===== src/rtl/spt_pkg.sv =====
/*
 spt_pkg: constants and carrier types of the step period threshold block.
 Assumes a single 250 MHz clock domain and word-aligned AXI4-Lite register access.
*/
package spt_pkg;
   // period measurement
   localparam int          PERIOD_W     = 20;
   localparam logic [19:0] PERIOD_MAX   = 20'hfffff;
   localparam logic [19:0] THR_RESET    = 20'h00000;
   // hysteresis fractions: numerator and shift
   localparam int          HYST_NUM_STD = 15;
   localparam int          HYST_SH_STD  = 4;
   localparam int          HYST_NUM_SML = 31;
   localparam int          HYST_SH_SML  = 5;
   // register word indices; byte address is index * 4
   localparam int          AXI_ADDR_W   = 8;
   localparam int          IDX_W        = 6;
   localparam logic [5:0]  IDX_PERIOD   = 6'h12;
   localparam logic [5:0]  IDX_PWM_THR  = 6'h13;
   localparam logic [5:0]  IDX_COOL_THR = 6'h14;
   localparam logic [5:0]  IDX_HIGH_THR = 6'h15;
   localparam logic [5:0]  IDX_CTRL     = 6'h16;
   localparam logic [5:0]  IDX_ZONE     = 6'h17;
   localparam logic [5:0]  IDX_IRQ_STAT = 6'h18;
   localparam logic [5:0]  IDX_IRQ_MASK = 6'h19;
   localparam logic [1:0]  RESP_OKAY    = 2'h0;
   localparam logic [1:0]  RESP_SLVERR  = 2'h2;
   localparam logic [6:0]  CTRL_RESET   = 7'h00;
   localparam logic [3:0]  IRQ_RESET    = 4'h0;

   // control register, bit 6 first, down to bit 0 at the bottom
   typedef struct packed {
      logic const_vel_mode;
      logic internal_motion;
      logic diag_stall_cfg;
      logic stall_stop_enable;
      logic adaptive_cfg;
      logic pwm_mode_cfg;
      logic small_hysteresis;
   } spt_ctrl_t;

   // zone state; also the layout of the interrupt status and mask
   typedef struct packed {
      logic saturated;
      logic high_fast;
      logic cool_fast;
      logic pwm_fast;
   } spt_zone_t;

   // feature gates driven to the driver stages
   typedef struct packed {
      logic pwm_mode_en;
      logic const_vel_stall_en;
      logic adaptive_current_en;
      logic stall_stop_armed;
      logic diagnostic_outputs_en;
   } spt_gate_t;
endpackage : spt_pkg


===== src/rtl/spt_top.sv =====
/*
 spt_top: step period measurement, threshold gating of driver features,
 AXI4-Lite register slave and a masked level interrupt.
 Assumes step_pulse and standstill come synchronous to aclk from the ramp logic.
*/
`timescale 1ns/100ps
`default_nettype none
// Behaviour
// - measure cycles between 1/256 microsteps, readable as 20-bit value
// - overflow or standstill reports all ones
// - threshold compares use hysteresis of one sixteenth
// - reduced-hysteresis flag selects one thirty-second
// - second compare value is threshold times 15/16 or 31/32 minus one
// - lower switch point at threshold, upper higher by hysteresis
// - steady steps at rate give period within one count of spacing
// - slow of pwm threshold: pwm mode allowed, constant-velocity stall off
// - cool threshold is lower velocity limit for adaptive current and stall
// - adaptive current only between cool and high-velocity thresholds
// - stop-on-stall armed only at or below cool threshold, or held past it in constant-velocity mode once reached
// - stall on diagnostic outputs only at or below cool threshold, or held past it in constant-velocity mode once reached
// - outside constant-velocity mode, stall functions drop below cool velocity
// - at or below high threshold: adaptive current and pwm mode off
module spt_top
   import spt_pkg::*;
#(
   parameter int W = PERIOD_W
) (
   input  wire logic                  aclk,
   input  wire logic                  aresetn,
   input  wire logic [AXI_ADDR_W-1:0] s_axi_awaddr,
   input  wire logic [2:0]            s_axi_awprot,
   input  wire logic                  s_axi_awvalid,
   output logic                       s_axi_awready,
   input  wire logic [31:0]           s_axi_wdata,
   input  wire logic [3:0]            s_axi_wstrb,
   input  wire logic                  s_axi_wvalid,
   output logic                       s_axi_wready,
   output logic [1:0]                 s_axi_bresp,
   output logic                       s_axi_bvalid,
   input  wire logic                  s_axi_bready,
   input  wire logic [AXI_ADDR_W-1:0] s_axi_araddr,
   input  wire logic [2:0]            s_axi_arprot,
   input  wire logic                  s_axi_arvalid,
   output logic                       s_axi_arready,
   output logic [31:0]                s_axi_rdata,
   output logic [1:0]                 s_axi_rresp,
   output logic                       s_axi_rvalid,
   input  wire logic                  s_axi_rready,
   input  wire logic                  step_pulse,
   input  wire logic                  standstill,
   output spt_gate_t                  gates,
   output logic                       irq
);
   localparam logic [31-W:0] PAD = '0;

   // register state
   logic [W-1:0]        pwm_thr_reg;
   logic [W-1:0]        cool_thr_reg;
   logic [W-1:0]        high_thr_reg;
   spt_ctrl_t           ctrl_reg;
   spt_zone_t           irq_stat_reg;
   spt_zone_t           irq_mask_reg;
   spt_zone_t           zone_prev_reg;
   spt_gate_t           gates_reg;
   logic                stall_hold_reg;
   // bus state
   logic                aw_got_reg;
   logic                w_got_reg;
   logic [IDX_W-1:0]    wr_idx_reg;
   logic [31:0]         wdata_reg;
   logic [3:0]          wstrb_reg;
   logic                bvalid_reg;
   logic [1:0]          bresp_reg;
   logic                rvalid_reg;
   logic [31:0]         rdata_reg;
   logic [1:0]          rresp_reg;
   // measurement and zones
   logic [W-1:0]        period;
   spt_zone_t           zone;
   logic                wr_do;
   spt_gate_t           gates_next;
   logic                const_active;
   logic                stall_zone;
   spt_zone_t           irq_evt;
   spt_zone_t           irq_clr;

   // merge a write word into a register under byte strobes
   function automatic logic [31:0] merge(input logic [31:0] old, input logic [31:0] nw,
                                         input logic [3:0] strb);
      logic [31:0] res;
      res = old;
      for (int i = 0; i < 4; i++) begin
         if (strb[i]) begin
            res[8*i +: 8] = nw[8*i +: 8];
         end
      end
      return res;
   endfunction : merge

   // mapped word index test shared by read and write decode
   function automatic logic mapped(input logic [IDX_W-1:0] idx);
      return (idx >= IDX_PERIOD) && (idx <= IDX_IRQ_MASK);
   endfunction : mapped

   spt_period_meter #(.W(W)) u_meter (
      .aclk       (aclk),
      .aresetn    (aresetn),
      .step_pulse (step_pulse),
      .standstill (standstill),
      .period     (period),
      .saturated  (zone.saturated)
   );

   spt_hyst_cmp #(.W(W)) u_cmp_pwm (
      .aclk       (aclk),
      .aresetn    (aresetn),
      .period     (period),
      .threshold  (pwm_thr_reg),
      .small_hyst (ctrl_reg.small_hysteresis),
      .fast       (zone.pwm_fast)
   );

   spt_hyst_cmp #(.W(W)) u_cmp_cool (
      .aclk       (aclk),
      .aresetn    (aresetn),
      .period     (period),
      .threshold  (cool_thr_reg),
      .small_hyst (ctrl_reg.small_hysteresis),
      .fast       (zone.cool_fast)
   );

   spt_hyst_cmp #(.W(W)) u_cmp_high (
      .aclk       (aclk),
      .aresetn    (aresetn),
      .period     (period),
      .threshold  (high_thr_reg),
      .small_hyst (ctrl_reg.small_hysteresis),
      .fast       (zone.high_fast)
   );

   // feature gating from zone state
   assign const_active = ctrl_reg.const_vel_mode && zone.pwm_fast;
   assign stall_zone   = zone.cool_fast || (const_active && stall_hold_reg);
   always_comb begin
      gates_next                       = '0;
      gates_next.pwm_mode_en           = ctrl_reg.pwm_mode_cfg && !zone.pwm_fast
                                         && !zone.high_fast;
      gates_next.const_vel_stall_en    = const_active;
      gates_next.adaptive_current_en   = ctrl_reg.adaptive_cfg && zone.cool_fast
                                         && !zone.high_fast;
      gates_next.stall_stop_armed      = ctrl_reg.stall_stop_enable
                                         && ctrl_reg.internal_motion && stall_zone;
      gates_next.diagnostic_outputs_en = ctrl_reg.diag_stall_cfg && stall_zone;
   end

   // stall functions may stay on in constant-velocity mode once reached
   always_ff @(posedge aclk) begin
      if (!aresetn) begin
         stall_hold_reg <= 1'b0;
         gates_reg      <= '0;
      end else begin
         stall_hold_reg <= stall_zone;
         gates_reg      <= gates_next;
      end
   end
   assign gates = gates_reg;

   // write channel: address and data taken in either order
   assign s_axi_awready = !aw_got_reg && !bvalid_reg;
   assign s_axi_wready  = !w_got_reg && !bvalid_reg;
   assign wr_do         = aw_got_reg && w_got_reg && !bvalid_reg;
   always_ff @(posedge aclk) begin
      if (!aresetn) begin
         aw_got_reg <= 1'b0;
         w_got_reg  <= 1'b0;
         wr_idx_reg <= '0;
         wdata_reg  <= '0;
         wstrb_reg  <= '0;
         bvalid_reg <= 1'b0;
         bresp_reg  <= RESP_OKAY;
      end else begin
         if (s_axi_awvalid && s_axi_awready) begin
            aw_got_reg <= 1'b1;
            wr_idx_reg <= s_axi_awaddr[AXI_ADDR_W-1:2];
         end
         if (s_axi_wvalid && s_axi_wready) begin
            w_got_reg <= 1'b1;
            wdata_reg <= s_axi_wdata;
            wstrb_reg <= s_axi_wstrb;
         end
         if (wr_do) begin
            aw_got_reg <= 1'b0;
            w_got_reg  <= 1'b0;
            bvalid_reg <= 1'b1;
            bresp_reg  <= mapped(wr_idx_reg) ? RESP_OKAY : RESP_SLVERR;
         end else if (s_axi_bready) begin
            bvalid_reg <= 1'b0;
         end
      end
   end
   assign s_axi_bvalid = bvalid_reg;
   assign s_axi_bresp  = bresp_reg;

   // writable registers; read-only words ignore writes but answer okay
   always_ff @(posedge aclk) begin
      if (!aresetn) begin
         pwm_thr_reg  <= THR_RESET;
         cool_thr_reg <= THR_RESET;
         high_thr_reg <= THR_RESET;
         ctrl_reg     <= CTRL_RESET;
         irq_mask_reg <= IRQ_RESET;
      end else if (wr_do) begin
         unique case (wr_idx_reg)
            IDX_PWM_THR:  pwm_thr_reg  <= W'(merge({PAD, pwm_thr_reg}, wdata_reg, wstrb_reg));
            IDX_COOL_THR: cool_thr_reg <= W'(merge({PAD, cool_thr_reg}, wdata_reg, wstrb_reg));
            IDX_HIGH_THR: high_thr_reg <= W'(merge({PAD, high_thr_reg}, wdata_reg, wstrb_reg));
            IDX_CTRL:     ctrl_reg     <= 7'(merge({25'h0, ctrl_reg}, wdata_reg, wstrb_reg));
            IDX_IRQ_MASK: irq_mask_reg <= 4'(merge({28'h0, irq_mask_reg}, wdata_reg, wstrb_reg));
            default:      ;
         endcase
      end
   end

   // zone edges are sticky events; a new event beats a same-cycle clear
   assign irq_evt = zone ^ zone_prev_reg;
   assign irq_clr = (wr_do && wr_idx_reg == IDX_IRQ_STAT && wstrb_reg[0])
                    ? spt_zone_t'(wdata_reg[3:0]) : spt_zone_t'(4'h0);
   always_ff @(posedge aclk) begin
      if (!aresetn) begin
         zone_prev_reg <= IRQ_RESET;
         irq_stat_reg  <= IRQ_RESET;
      end else begin
         zone_prev_reg <= zone;
         irq_stat_reg  <= (irq_stat_reg & ~irq_clr) | irq_evt;
      end
   end
   assign irq = |(irq_stat_reg & irq_mask_reg);

   // read channel: one word per request, data registered
   assign s_axi_arready = !rvalid_reg;
   always_ff @(posedge aclk) begin
      if (!aresetn) begin
         rvalid_reg <= 1'b0;
         rdata_reg  <= '0;
         rresp_reg  <= RESP_OKAY;
      end else if (s_axi_arvalid && s_axi_arready) begin
         rvalid_reg <= 1'b1;
         rresp_reg  <= mapped(s_axi_araddr[AXI_ADDR_W-1:2]) ? RESP_OKAY : RESP_SLVERR;
         unique case (s_axi_araddr[AXI_ADDR_W-1:2])
            IDX_PERIOD:   rdata_reg <= {PAD, period};
            IDX_PWM_THR:  rdata_reg <= {PAD, pwm_thr_reg};
            IDX_COOL_THR: rdata_reg <= {PAD, cool_thr_reg};
            IDX_HIGH_THR: rdata_reg <= {PAD, high_thr_reg};
            IDX_CTRL:     rdata_reg <= {25'h0, ctrl_reg};
            IDX_ZONE:     rdata_reg <= {23'h0, gates_reg, zone};
            IDX_IRQ_STAT: rdata_reg <= {28'h0, irq_stat_reg};
            IDX_IRQ_MASK: rdata_reg <= {28'h0, irq_mask_reg};
            default:      rdata_reg <= '0;
         endcase
      end else if (s_axi_rready) begin
         rvalid_reg <= 1'b0;
      end
   end
   assign s_axi_rvalid = rvalid_reg;
   assign s_axi_rdata  = rdata_reg;
   assign s_axi_rresp  = rresp_reg;

   a_pwm_allow: assert property (@(posedge aclk) disable iff (!aresetn)
      (ctrl_reg.pwm_mode_cfg && !zone.pwm_fast && !zone.high_fast) |=> gates.pwm_mode_en)
      else $error("pwm mode not allowed when slow");
   a_cvs_off: assert property (@(posedge aclk) disable iff (!aresetn)
      !zone.pwm_fast |=> !gates.const_vel_stall_en)
      else $error("constant velocity stall on while slow");
   a_adapt_band: assert property (@(posedge aclk) disable iff (!aresetn)
      gates.adaptive_current_en |-> $past(zone.cool_fast) && !$past(zone.high_fast))
      else $error("adaptive current outside band");
   a_high_off: assert property (@(posedge aclk) disable iff (!aresetn)
      zone.high_fast |=> !gates.adaptive_current_en && !gates.pwm_mode_en)
      else $error("features on above high threshold");
   a_stop_arm: assert property (@(posedge aclk) disable iff (!aresetn)
      (zone.cool_fast && ctrl_reg.stall_stop_enable && ctrl_reg.internal_motion)
      |=> gates.stall_stop_armed)
      else $error("stop on stall not armed");
   a_diag_gate: assert property (@(posedge aclk) disable iff (!aresetn)
      (zone.cool_fast && ctrl_reg.diag_stall_cfg) |=> gates.diagnostic_outputs_en)
      else $error("stall output not enabled");
   a_stall_drop: assert property (@(posedge aclk) disable iff (!aresetn)
      (!zone.cool_fast && !ctrl_reg.const_vel_mode)
      |=> !gates.stall_stop_armed && !gates.diagnostic_outputs_en)
      else $error("stall functions kept below cool velocity");
   a_irq_set_win: assert property (@(posedge aclk) disable iff (!aresetn)
      (irq_evt != 4'h0) |=> ((irq_stat_reg & $past(irq_evt)) == $past(irq_evt)))
      else $error("zone event lost");
   c_wr_rd: cover property (@(posedge aclk) disable iff (!aresetn)
      wr_do ##[1:8] (s_axi_rvalid && s_axi_rready));
   c_adapt: cover property (@(posedge aclk) disable iff (!aresetn)
      gates.adaptive_current_en ##[1:100] gates.pwm_mode_en);
   c_cvs_hold: cover property (@(posedge aclk) disable iff (!aresetn)
      gates.const_vel_stall_en && !zone.cool_fast && gates.stall_stop_armed);
   c_irq: cover property (@(posedge aclk) disable iff (!aresetn) $rose(irq));
endmodule : spt_top
`default_nettype wire


===== src/rtl/spt_period_meter.sv =====
/*
 spt_period_meter: counts clock cycles between microstep pulses.
 Assumes step_pulse is a one-cycle pulse per 1/256 microstep, synchronous to aclk.
*/
`timescale 1ns/100ps
`default_nettype none
module spt_period_meter
   import spt_pkg::*;
#(
   parameter int W = PERIOD_W
) (
   input  wire logic         aclk,
   input  wire logic         aresetn,
   input  wire logic         step_pulse,
   input  wire logic         standstill,
   output logic [W-1:0]      period,
   output logic              saturated
);
   logic [W-1:0] cnt_reg;
   logic [W-1:0] period_reg;
   localparam logic [W-1:0] ALL_ONES = '1;

   // free counter, restarts at one on each step, saturates at all ones
   always_ff @(posedge aclk) begin
      if (!aresetn) begin
         cnt_reg <= ALL_ONES;
      end else if (step_pulse) begin
         cnt_reg <= W'(1);
      end else if (cnt_reg != ALL_ONES) begin
         cnt_reg <= cnt_reg + W'(1);
      end
   end

   // capture on step; overflow or standstill reads all ones
   always_ff @(posedge aclk) begin
      if (!aresetn) begin
         period_reg <= THR_RESET;
      end else if (standstill || (cnt_reg == ALL_ONES && !step_pulse)) begin
         period_reg <= ALL_ONES;
      end else if (step_pulse) begin
         period_reg <= cnt_reg;
      end
   end

   assign period    = period_reg;
   assign saturated = (period_reg == ALL_ONES);

   a_step_capture: assert property (@(posedge aclk) disable iff (!aresetn)
      (step_pulse && !standstill && cnt_reg != ALL_ONES) |=> period == $past(cnt_reg))
      else $error("period not captured on step");
   a_stand_max: assert property (@(posedge aclk) disable iff (!aresetn)
      standstill |=> period == ALL_ONES)
      else $error("standstill period not all ones");
   a_steady_rate: assert property (@(posedge aclk) disable iff (!aresetn)
      (step_pulse ##1 (!step_pulse && !standstill)[*7] ##1 (step_pulse && !standstill))
      |=> period == W'(8))
      else $error("period off for eight cycle step rate");
   c_overflow: cover property (@(posedge aclk) disable iff (!aresetn)
      !standstill && cnt_reg == ALL_ONES);
endmodule : spt_period_meter
`default_nettype wire


===== src/rtl/spt_hyst_cmp.sv =====
/*
 spt_hyst_cmp: one threshold comparison with hysteresis and its own state bit.
 Assumes period and threshold are stable register values in the aclk domain.
*/
`timescale 1ns/100ps
`default_nettype none
module spt_hyst_cmp
   import spt_pkg::*;
#(
   parameter int W = PERIOD_W
) (
   input  wire logic         aclk,
   input  wire logic         aresetn,
   input  wire logic [W-1:0] period,
   input  wire logic [W-1:0] threshold,
   input  wire logic         small_hyst,
   output logic              fast
);
   localparam int PW = W + 5;

   // threshold * 15/16 - 1 or * 31/32 - 1; msb set means negative
   function automatic logic [W:0] second_cmp(input logic [W-1:0] thr, input logic sml);
      logic [PW-1:0] prod;
      prod = sml ? (({5'h00, thr} * PW'(HYST_NUM_SML)) >> HYST_SH_SML)
                 : (({5'h00, thr} * PW'(HYST_NUM_STD)) >> HYST_SH_STD);
      return {1'b0, prod[W-1:0]} - {{W{1'b0}}, 1'b1};
   endfunction : second_cmp

   logic [W:0] lo;
   logic       set_cond;
   logic       clr_cond;
   logic       fast_reg;

   assign lo       = second_cmp(threshold, small_hyst);
   assign set_cond = !lo[W] && ({1'b0, period} <= lo);
   assign clr_cond = period > threshold;

   // on above threshold plus hysteresis, off only below the threshold itself
   always_ff @(posedge aclk) begin
      if (!aresetn) begin
         fast_reg <= 1'b0;
      end else if (set_cond) begin
         fast_reg <= 1'b1;
      end else if (clr_cond) begin
         fast_reg <= 1'b0;
      end
   end
   assign fast = fast_reg;

   a_on_upper: assert property (@(posedge aclk) disable iff (!aresetn)
      (!small_hyst && threshold == W'(64) && period == W'(59)) |=> fast)
      else $error("no switch on at 15/16 point");
   a_no_early: assert property (@(posedge aclk) disable iff (!aresetn)
      (!small_hyst && threshold == W'(64) && period == W'(60) && !fast) |=> !fast)
      else $error("switched on inside hysteresis band");
   a_small_hyst: assert property (@(posedge aclk) disable iff (!aresetn)
      (small_hyst && threshold == W'(64) && period == W'(61)) |=> fast)
      else $error("small hysteresis not applied");
   a_off_lower: assert property (@(posedge aclk) disable iff (!aresetn)
      (period > threshold && !set_cond) |=> !fast)
      else $error("no switch off below threshold");
   a_band_hold: assert property (@(posedge aclk) disable iff (!aresetn)
      (fast && period == threshold) |=> fast)
      else $error("state lost at threshold");
endmodule : spt_hyst_cmp
`default_nettype wire


===== config.mk =====
export PLATFORM = sky130hd
export DESIGN_NAME = spt_top
export DESIGN_NICKNAME = d
export VERILOG_FILES = /design/src/rtl/spt_pkg.sv /design/src/rtl/spt_top.sv /design/src/rtl/spt_period_meter.sv /design/src/rtl/spt_hyst_cmp.sv
export SDC_FILE = /design/constraint.sdc
export NUM_CORES = 1
export LEC_CHECK = 0
export BUFFER_PORTS_ARGS = -buffer_cell sky130_fd_sc_hd__buf_2
export CAP_MARGIN = 20
export CORE_MARGIN = 2
export CORE_UTILIZATION = 50
export DETAILED_ROUTE_END_ITERATION = 10
export PLACE_DENSITY = 0.67
export SYNTH_ARGS = -nofsm -noshare
export SYNTH_HDL_FRONTEND = slang
export SYNTH_SLANG_ARGS = --single-unit

===== constraint.sdc =====
create_clock -name aclk -period 8.37 [get_ports aclk]
set_input_delay 1.674 -clock aclk [delete_from_list [all_inputs] [get_ports aclk]]
set_output_delay 1.674 -clock aclk [all_outputs]
set_load 0.005 [all_outputs]

==> out/results.ini, run 1 <==
[global_routing]
grt_pass1_wl_um=109000
antenna_found_initial=1
grt_use_total=0.292
grt_start_max_net_pins=102
grt_pass1_vias=19800
grt_overflow=0

[hold_path]
min_to=stall_hold_reg$_SDFF_PN0_
hold_start=stall_hold_reg$_SDFF_PN0_
hold_depth=1
min_path_type=reg2reg

[layout]
layout-drive-gt1-share=0.0689
area_growth_pct=6.23
antenna_cells=0
final_nets=3221
fillers=4188
postLayoutCellArea_mm2=0.0242

[sta]
skew_ns=0.0153
tns_ns=0
hold_violations=0
timing.final.crit_period_ns=6.88
maxSlewViolCount=0
setup_viol=0
rsz0062_at_grt=no
maxSlewHeadroom=0.282
tightest_slew_ns=1.08
fmax_ghz=0.145
post-route-period-util=0.822

[detailed_routing]
viasPerCell=6.07
drt_iter0_markers=1630
ant_nets=0
vias=20300
routed_wl_um=69200
detail_route.first_pass.iterations=5
wl_per_cell_um=20.7
post-route-drc-count=0

[yosys]
syn_area_per_cell_um2=8.41
yosysMostFrequentCell=ha_1
yosysTopAreaCell=dfxtp_1
ys_top_cells_by_area=dfxtp_1, ha_1, fa_1
ys_seq_area_frac=0.160
synth-edff-count=0
async_reset_ff_frac=0
synth_cell_types=117
synth_common_cells=ha_1, inv_1, a21oi_1, nor2_1, nand2_1
yosys_warnings=0
synth_area_mm2=0.0228
ys_seq_elements=183
synth_cells=2713
synth_top_area_share=0.160
synth_ff_type=dfxtp_1

[worst_setup_path]
crit_arrival_ns=7.25
rrSetupSlack_ns=1.49
crit_path_end_kind=flip-flop
critPathMaxFanout=10
timing.rr.start=cool_thr_reg[2]$_SDFFE_PN0P_
reg2regPathDepth=26
crit_required_ns=8.74
path_class=reg2reg
worstSetupStartpointType=flip-flop
reg2reg_to=u_cmp_cool.fast$_SDFFE_PN0P_

[floorplanning]
ios=114
die_w_um=218
rows=78
start_util=0.505
coreArea_mm2=0.0452
die_y_um=218
die-area_mm2=0.0474

[flow_run]
max-cap-violations=0

[cts]
clockBufferDepth=2
post_cts_buffers=0
cts_tree=done
ctsHoldBuffers=0
insertion_delay_ns=0.46
clock_sinks=183
cts.clk_slew.worst_paths_ns=0.08
cts-resized-gates=0
cts_root_buf=clkbuf_16
cts-htree-levels=4
cts_made_buffers=17

[placement]
place_hpwl_um=55300
postPlaceCellArea_mm2=0.0237
portBuffers=76
place_congestion=0.993

[power]
peakVddDrop_mv=0.164
p_per_area_mw_per_mm2=82.1
leakage_nw=11.4

[outcome]
status=finished, final reports clean

[layout by cell type, fill, tap and decap left out, types with 9 or more instances in the layout]
master,synthesis,layout
ha_1,262,262
inv_1,243,242
a21oi_1,215,215
nor2_1,213,213
nand2_1,206,206
dfxtp_1,183,182
fa_1,162,162
mux2i_1,125,125
o21ai_0,112,112
xnor2_1,82,82
buf_2,10,76
xor2_1,68,68
a21o_1,66,66
nand3_1,65,65
nand4_1,46,46
nor3_1,40,38
a22oi_1,34,34
a31oi_1,33,33
nand2b_1,33,33
nor2b_1,30,30
o21a_1,28,28
and2_1,24,24
and3_1,23,23
nor4_1,21,21
o211ai_1,19,19
a211oi_1,19,19
clkbuf_16,0,17
or3_1,14,14
o31ai_1,14,14
conb_1,1,14
buf_4,15,11
o21ai_1,10,10
o21bai_1,10,10
o221ai_1,10,10
and4_1,10,10
mux2_2,9,9
[cells by family after synthesis]
logic type | after synthesis | synth area share
AOI/OAI and AO/OA | 687 | 0.200
buffers and inverters | 347 | 0.0604
and+or+nand+nor | 780 | 0.173
muxes | 136 | 0.0604
other | 1 | 0.000164
adders and majority gates | 429 | 0.288
DFF | 183 | 0.160
xor gates and xnor gates | 150 | 0.0576
[final cells by class]
class,instances,area (µm²),share of cell area
Multi-Input combinational cell,2196,17800,0.736
Clock inverter,14,156,0.00645
Tap cell,600,751,0.0310
Timing Repair Buffer,88,474,0.0196
Inverter,244,918,0.0379
Clock buffer,18,439,0.0181
Sequential cell,183,3670,0.151
[metal layers]
metal | global-route usage | share of wire | vias to the layer above
li1 | - | - | 9672
met1 | 0.395 | 0.44 | 9783
met2 | 0.474 | 0.45 | 701
met3 | 0.0469 | 0.070 | 128
met4 | 0.0998 | 0.035 | 2
met5 | 0 | 0.00013 | -
[metrics by stage]
| step | setup WS (ns) | instances | hold WS (ns) | power, mW | utilization |
|---|---|---|---|---|---|
| global placement | 1.61 | 3309 | 0.448 | 1.18 | 0.523 |
| global route | 1.07 | 3343 | 0.489 | 2.07 | 0.537 |
| finish | 1.49 | 3343 | 0.474 | 1.99 | 0.537 |
| CTS | 1.54 | 3343 | 0.478 | 1.99 | 0.537 |
| detailed placement | 1.61 | 3311 | 0.460 | 1.19 | 0.523 |
| floorplan | 2.45 | 2726 | 0.429 | 1.11 | - |
[report_power, final]
group,switching (mW),leakage (nW),internal [mW]
Clock,0.401,0.281,0.407
Sequential,0.0688,1.49,0.898
Combinational,0.126,9.64,0.0887
[worst max-delay path by stage]
stage | startpoint | end | depth (start not counted) | slack, ns
global route | high_thr_reg[1]$_SDFFE_PN0P_ | u_cmp_high.fast$_SDFFE_PN0P_ | 23 | 1.07
finish | cool_thr_reg[2]$_SDFFE_PN0P_ | u_cmp_cool.fast$_SDFFE_PN0P_ | 26 | 1.49
floorplan | cool_thr_reg[1]$_SDFFE_PN0P_ | u_cmp_cool.fast$_SDFFE_PN0P_ | 27 | 2.45
global placement | cool_thr_reg[2]$_SDFFE_PN0P_ | u_cmp_cool.fast$_SDFFE_PN0P_ | 26 | 1.61
CTS | cool_thr_reg[2]$_SDFFE_PN0P_ | u_cmp_cool.fast$_SDFFE_PN0P_ | 26 | 1.54
detailed placement | cool_thr_reg[2]$_SDFFE_PN0P_ | u_cmp_cool.fast$_SDFFE_PN0P_ | 26 | 1.61
[critical path, cell delays in order (launching register included)]
cell and delay, ns:
dfxtp_1 0.55, inv_1 0.19, fa_1 0.53, fa_1 0.60, xor2_1 0.24, ha_1 0.27
ha_1 0.33, a21boi_2 0.17, a211o_1 0.45, a31o_1 0.32, or4_1 0.50, o211ai_2 0.14
nand3_2 0.17, nor3_4 0.25, nand3_2 0.16, nor2_1 0.17, xnor2_1 0.15, ha_1 0.27
a21oi_1 0.15, nor2b_1 0.05, o21ai_0 0.14, nand2b_1 0.08, a21oi_1 0.15, nor2b_1 0.07
a2111oi_0 0.35, o21ai_0 0.13, o21ai_1 0.21
Power figures use the tool's default switching activity.
==> inputs of run 2 (changes only) <==
--- a/config.mk
+++ b/config.mk
@@ -5,12 +5,13 @@
 export SDC_FILE = /design/constraint.sdc
 export NUM_CORES = 1
 export LEC_CHECK = 0
+export ABC_AREA = 1
 export BUFFER_PORTS_ARGS = -buffer_cell sky130_fd_sc_hd__buf_2
 export CAP_MARGIN = 20
 export CORE_MARGIN = 2
 export CORE_UTILIZATION = 50
 export DETAILED_ROUTE_END_ITERATION = 10
-export PLACE_DENSITY = 0.67
+export PLACE_DENSITY = 0.7
 export SYNTH_ARGS = -nofsm -noshare
 export SYNTH_HDL_FRONTEND = slang
 export SYNTH_SLANG_ARGS = --single-unit
==> constraint.sdc (replaced) <==
create_clock -name aclk -period 6.11 [get_ports aclk]
set_input_delay 1.222 -clock aclk [delete_from_list [all_inputs] [get_ports aclk]]
set_output_delay 1.222 -clock aclk [all_outputs]
set_load 0.005 [all_outputs]
==> run 2 against run 1 <==
Net effect: first-iteration DRC count grew 51%; largest power group unchanged; final cell count up 35%; fmax rose by 19%; critical endpoint is now u_cmp_pwm.fast$_SDFFE_PN0P_; wire length rose by 21%; via count is 25% higher; synthesized cell count increased by 37%; worst hold slack worse by 0.033 ns; non-clock buffer count grew 107; sequential share of layout area down 1.6 points; count of clock-buffer cells in the layout decreased by 1; sequential power is 39% higher; die area grew 6.4%.
==> out/results.ini, run 2 <==
[outcome]
status=finished, final reports clean

[power]
peakVddDrop_mv=0.196
p_per_area_mw_per_mm2=105
pwr-share-comb=0.121
clkPwrFrac=0.410
power.switching_mw=0.880
finalPower_mw=2.86
pwr-share-seq=0.469
switching_share=0.308
leakage_nw=14.0
internal_power_mw=1.98

[global_routing]
gr-usage-met3=0.0579
grt_start_max_net_pins=98
antenna_found_initial=7
grt_pass1_wl_um=129000
gr-usage-met2=0.510
grt_use_total=0.329
grt_overflow=0
use_met1=0.453
grt_pass1_vias=23300
grt-busiest-layer=met2

[yosys]
synth_cell_types=54
yosysTopAreaCell=dfxtp_1
ys_seq_elements=183
synth_top_area_share=0.151
yosysMostFrequentCell=nand2_1
synth_common_cells=nand2_1, inv_1, nand3_1, a21oi_1, nor2_1
synth_area_mm2=0.0243
synth_ff_type=dfxtp_1
synth-edff-count=0
yosys_warnings=0
ys_seq_area_frac=0.151
synth_cells=3729
async_reset_ff_frac=0
syn_area_per_cell_um2=6.52
ys_top_cells_by_area=dfxtp_1, nand2_1, ha_1

[sta]
post-route-period-util=0.948
maxSlewViolCount=0
fin_ws_ns=0.316
hold_violations=0
timing.final.crit_period_ns=5.79
fmax_ghz=0.173
tns_ns=0
maxSlewHeadroom=0.302
rsz0062_at_grt=yes
setup_viol=0
tightest_slew_ns=1.04
skew_ns=0.0114

[floorplanning]
die-area_mm2=0.0504
start_util=0.508
rows=80
die_y_um=224
die_w_um=224
coreArea_mm2=0.0478
ios=114

[detailed_routing]
post-route-drc-count=0
vias=25400
ant_nets=0
routed_wl_um=83400
drt_iter0_markers=2463
viasPerCell=5.62
wl_per_cell_um=18.5
detail_route.first_pass.iterations=6

[cts]
clockBufferDepth=2
cts_tree=done
clock_sinks=183
insertion_delay_ns=0.45
cts-htree-levels=4
ctsHoldBuffers=0
cts_root_buf=clkbuf_16
cts.clk_slew.worst_paths_ns=0.07
cts_made_buffers=17

[layout]
area_growth_pct=12.2
final_nets=4372
layout_common_cells=nand2_1, inv_1, nand3_1, a21oi_1, nor2_1
layout_commonest_cell=nand2_1
layout-drive-gt1-share=0.111
final_cell_count_no_fill=4518
postLayoutCellArea_mm2=0.0273

[worst_setup_path]
crit_required_ns=6.44
worstSetupStartpointType=flip-flop
crit_top_cell=nand2_1
crit_arrival_ns=6.12
crit_start=pwm_thr_reg[8]$_SDFFE_PN0P_
reg2reg_to=u_cmp_pwm.fast$_SDFFE_PN0P_
cp-endpoint=u_cmp_pwm.fast$_SDFFE_PN0P_
reg2regPathDepth=36
timing.rr.start=pwm_thr_reg[8]$_SDFFE_PN0P_
critPathMaxFanout=5
crit_slowest_cell=fa_1
crit_path_end_kind=flip-flop
path_class=reg2reg
rrSetupSlack_ns=0.32
slowest_delay_ns=0.51

[placement]
postPlaceCellArea_mm2=0.0257
place_hpwl_um=67500
place_congestion=1.00
dpl_worst_slack_ns=0.0899
dp_cells=4430
portBuffers=76

[flow_run]
max-cap-violations=0

[hold_path]
min_path_type=reg2reg

## run 2: cell types whose count changed after synthesis, moves of 34 or more
cell and change:
nand2_1 +700, inv_1 +390, nand3_1 +252, mux2i_1 -125
o21ai_0 +119, a21oi_1 +70, nor2_1 +68, a21o_1 -63
xnor2_1 -62, xor2_1 -43, a22oi_1 -34
## run 2: logic make-up (layout without fill, tap and decap cells)
family / after synthesis / in the layout / share of synthesized area
adders and majority gates: 424 / 424 / 0.268
xor gates and xnor gates: 45 / 45 / 0.0162
AOI/OAI and AO/OA: 636 / 636 / 0.142
and+or+nand+nor: 1728 / 1728 / 0.310
DFF: 183 / 183 / 0.151
other: 1 / 23 / 0.000154
buffers and inverters: 712 / 864 / 0.113
## run 2: worst max-delay path, delay by kind of cell, from the launching register on
kind	cells	cell delay, ns
fa+ha+maj	5	2.13
compound gates	2	0.19
flops	1	0.38
xor+xnor	1	0.15
buf+inv	4	0.41
simple gates	24	2.43
## run 2: power by group through the flow
stage               logic (mW)  clock network [mW]  registers [mW]
floorplan                0.247                   0            1.30
global placement         0.327                   0            1.36
detailed placement       0.335                   0            1.36
CTS                      0.338                1.17            1.33
global route             0.395                1.23            1.34
finish                   0.346                1.17            1.34
## run 2: worst min path at each step
stage,depth (start not counted),slack [ns],end,startpoint
floorplan,2,0.42,gates[1]$_SDFF_PN0_,ctrl_reg[5]$_SDFFE_PN0P_
global placement,2,0.44,gates[1]$_SDFF_PN0_,ctrl_reg[5]$_SDFFE_PN0P_
detailed placement,2,0.43,gates[1]$_SDFF_PN0_,ctrl_reg[5]$_SDFFE_PN0P_
CTS,2,0.44,gates[1]$_SDFF_PN0_,ctrl_reg[5]$_SDFFE_PN0P_
global route,2,0.47,gates[1]$_SDFF_PN0_,ctrl_reg[5]$_SDFFE_PN0P_
finish,2,0.44,gates[1]$_SDFF_PN0_,ctrl_reg[5]$_SDFFE_PN0P_
## run 2: repair_timing
item,in CTS,in global routing
buffers inserted,0,47
setup endpoints to repair,0,3
resized for setup,0,167
## run 2: metrics by stage
step	util	hold WS, ns
2_1_floorplan	-	0.422
3_3_place_gp	0.537	0.435
3_5_place_dp	0.537	0.432
4_1_cts	0.550	0.444
5_1_grt	0.570	0.474
6_report	0.570	0.441
## run 2: per-layer routing
metal  wire, µm  vias up
li1           -    12400
met1      35700    11600
met2      35800     1168
met3       8050      229
met4       3850        8
met5         62        -
## run 2: cell type report
class | instances | area (µm²)
fill | 4768 | 20600
multi-input combinational | 2847 | 18500
sequential | 183 | 3690
inverter | 637 | 2440
timing repair buffer | 195 | 1280
tap | 615 | 769
clock buffer | 17 | 425
clock inverter | 15 | 184
antenna | 9 | 22.5
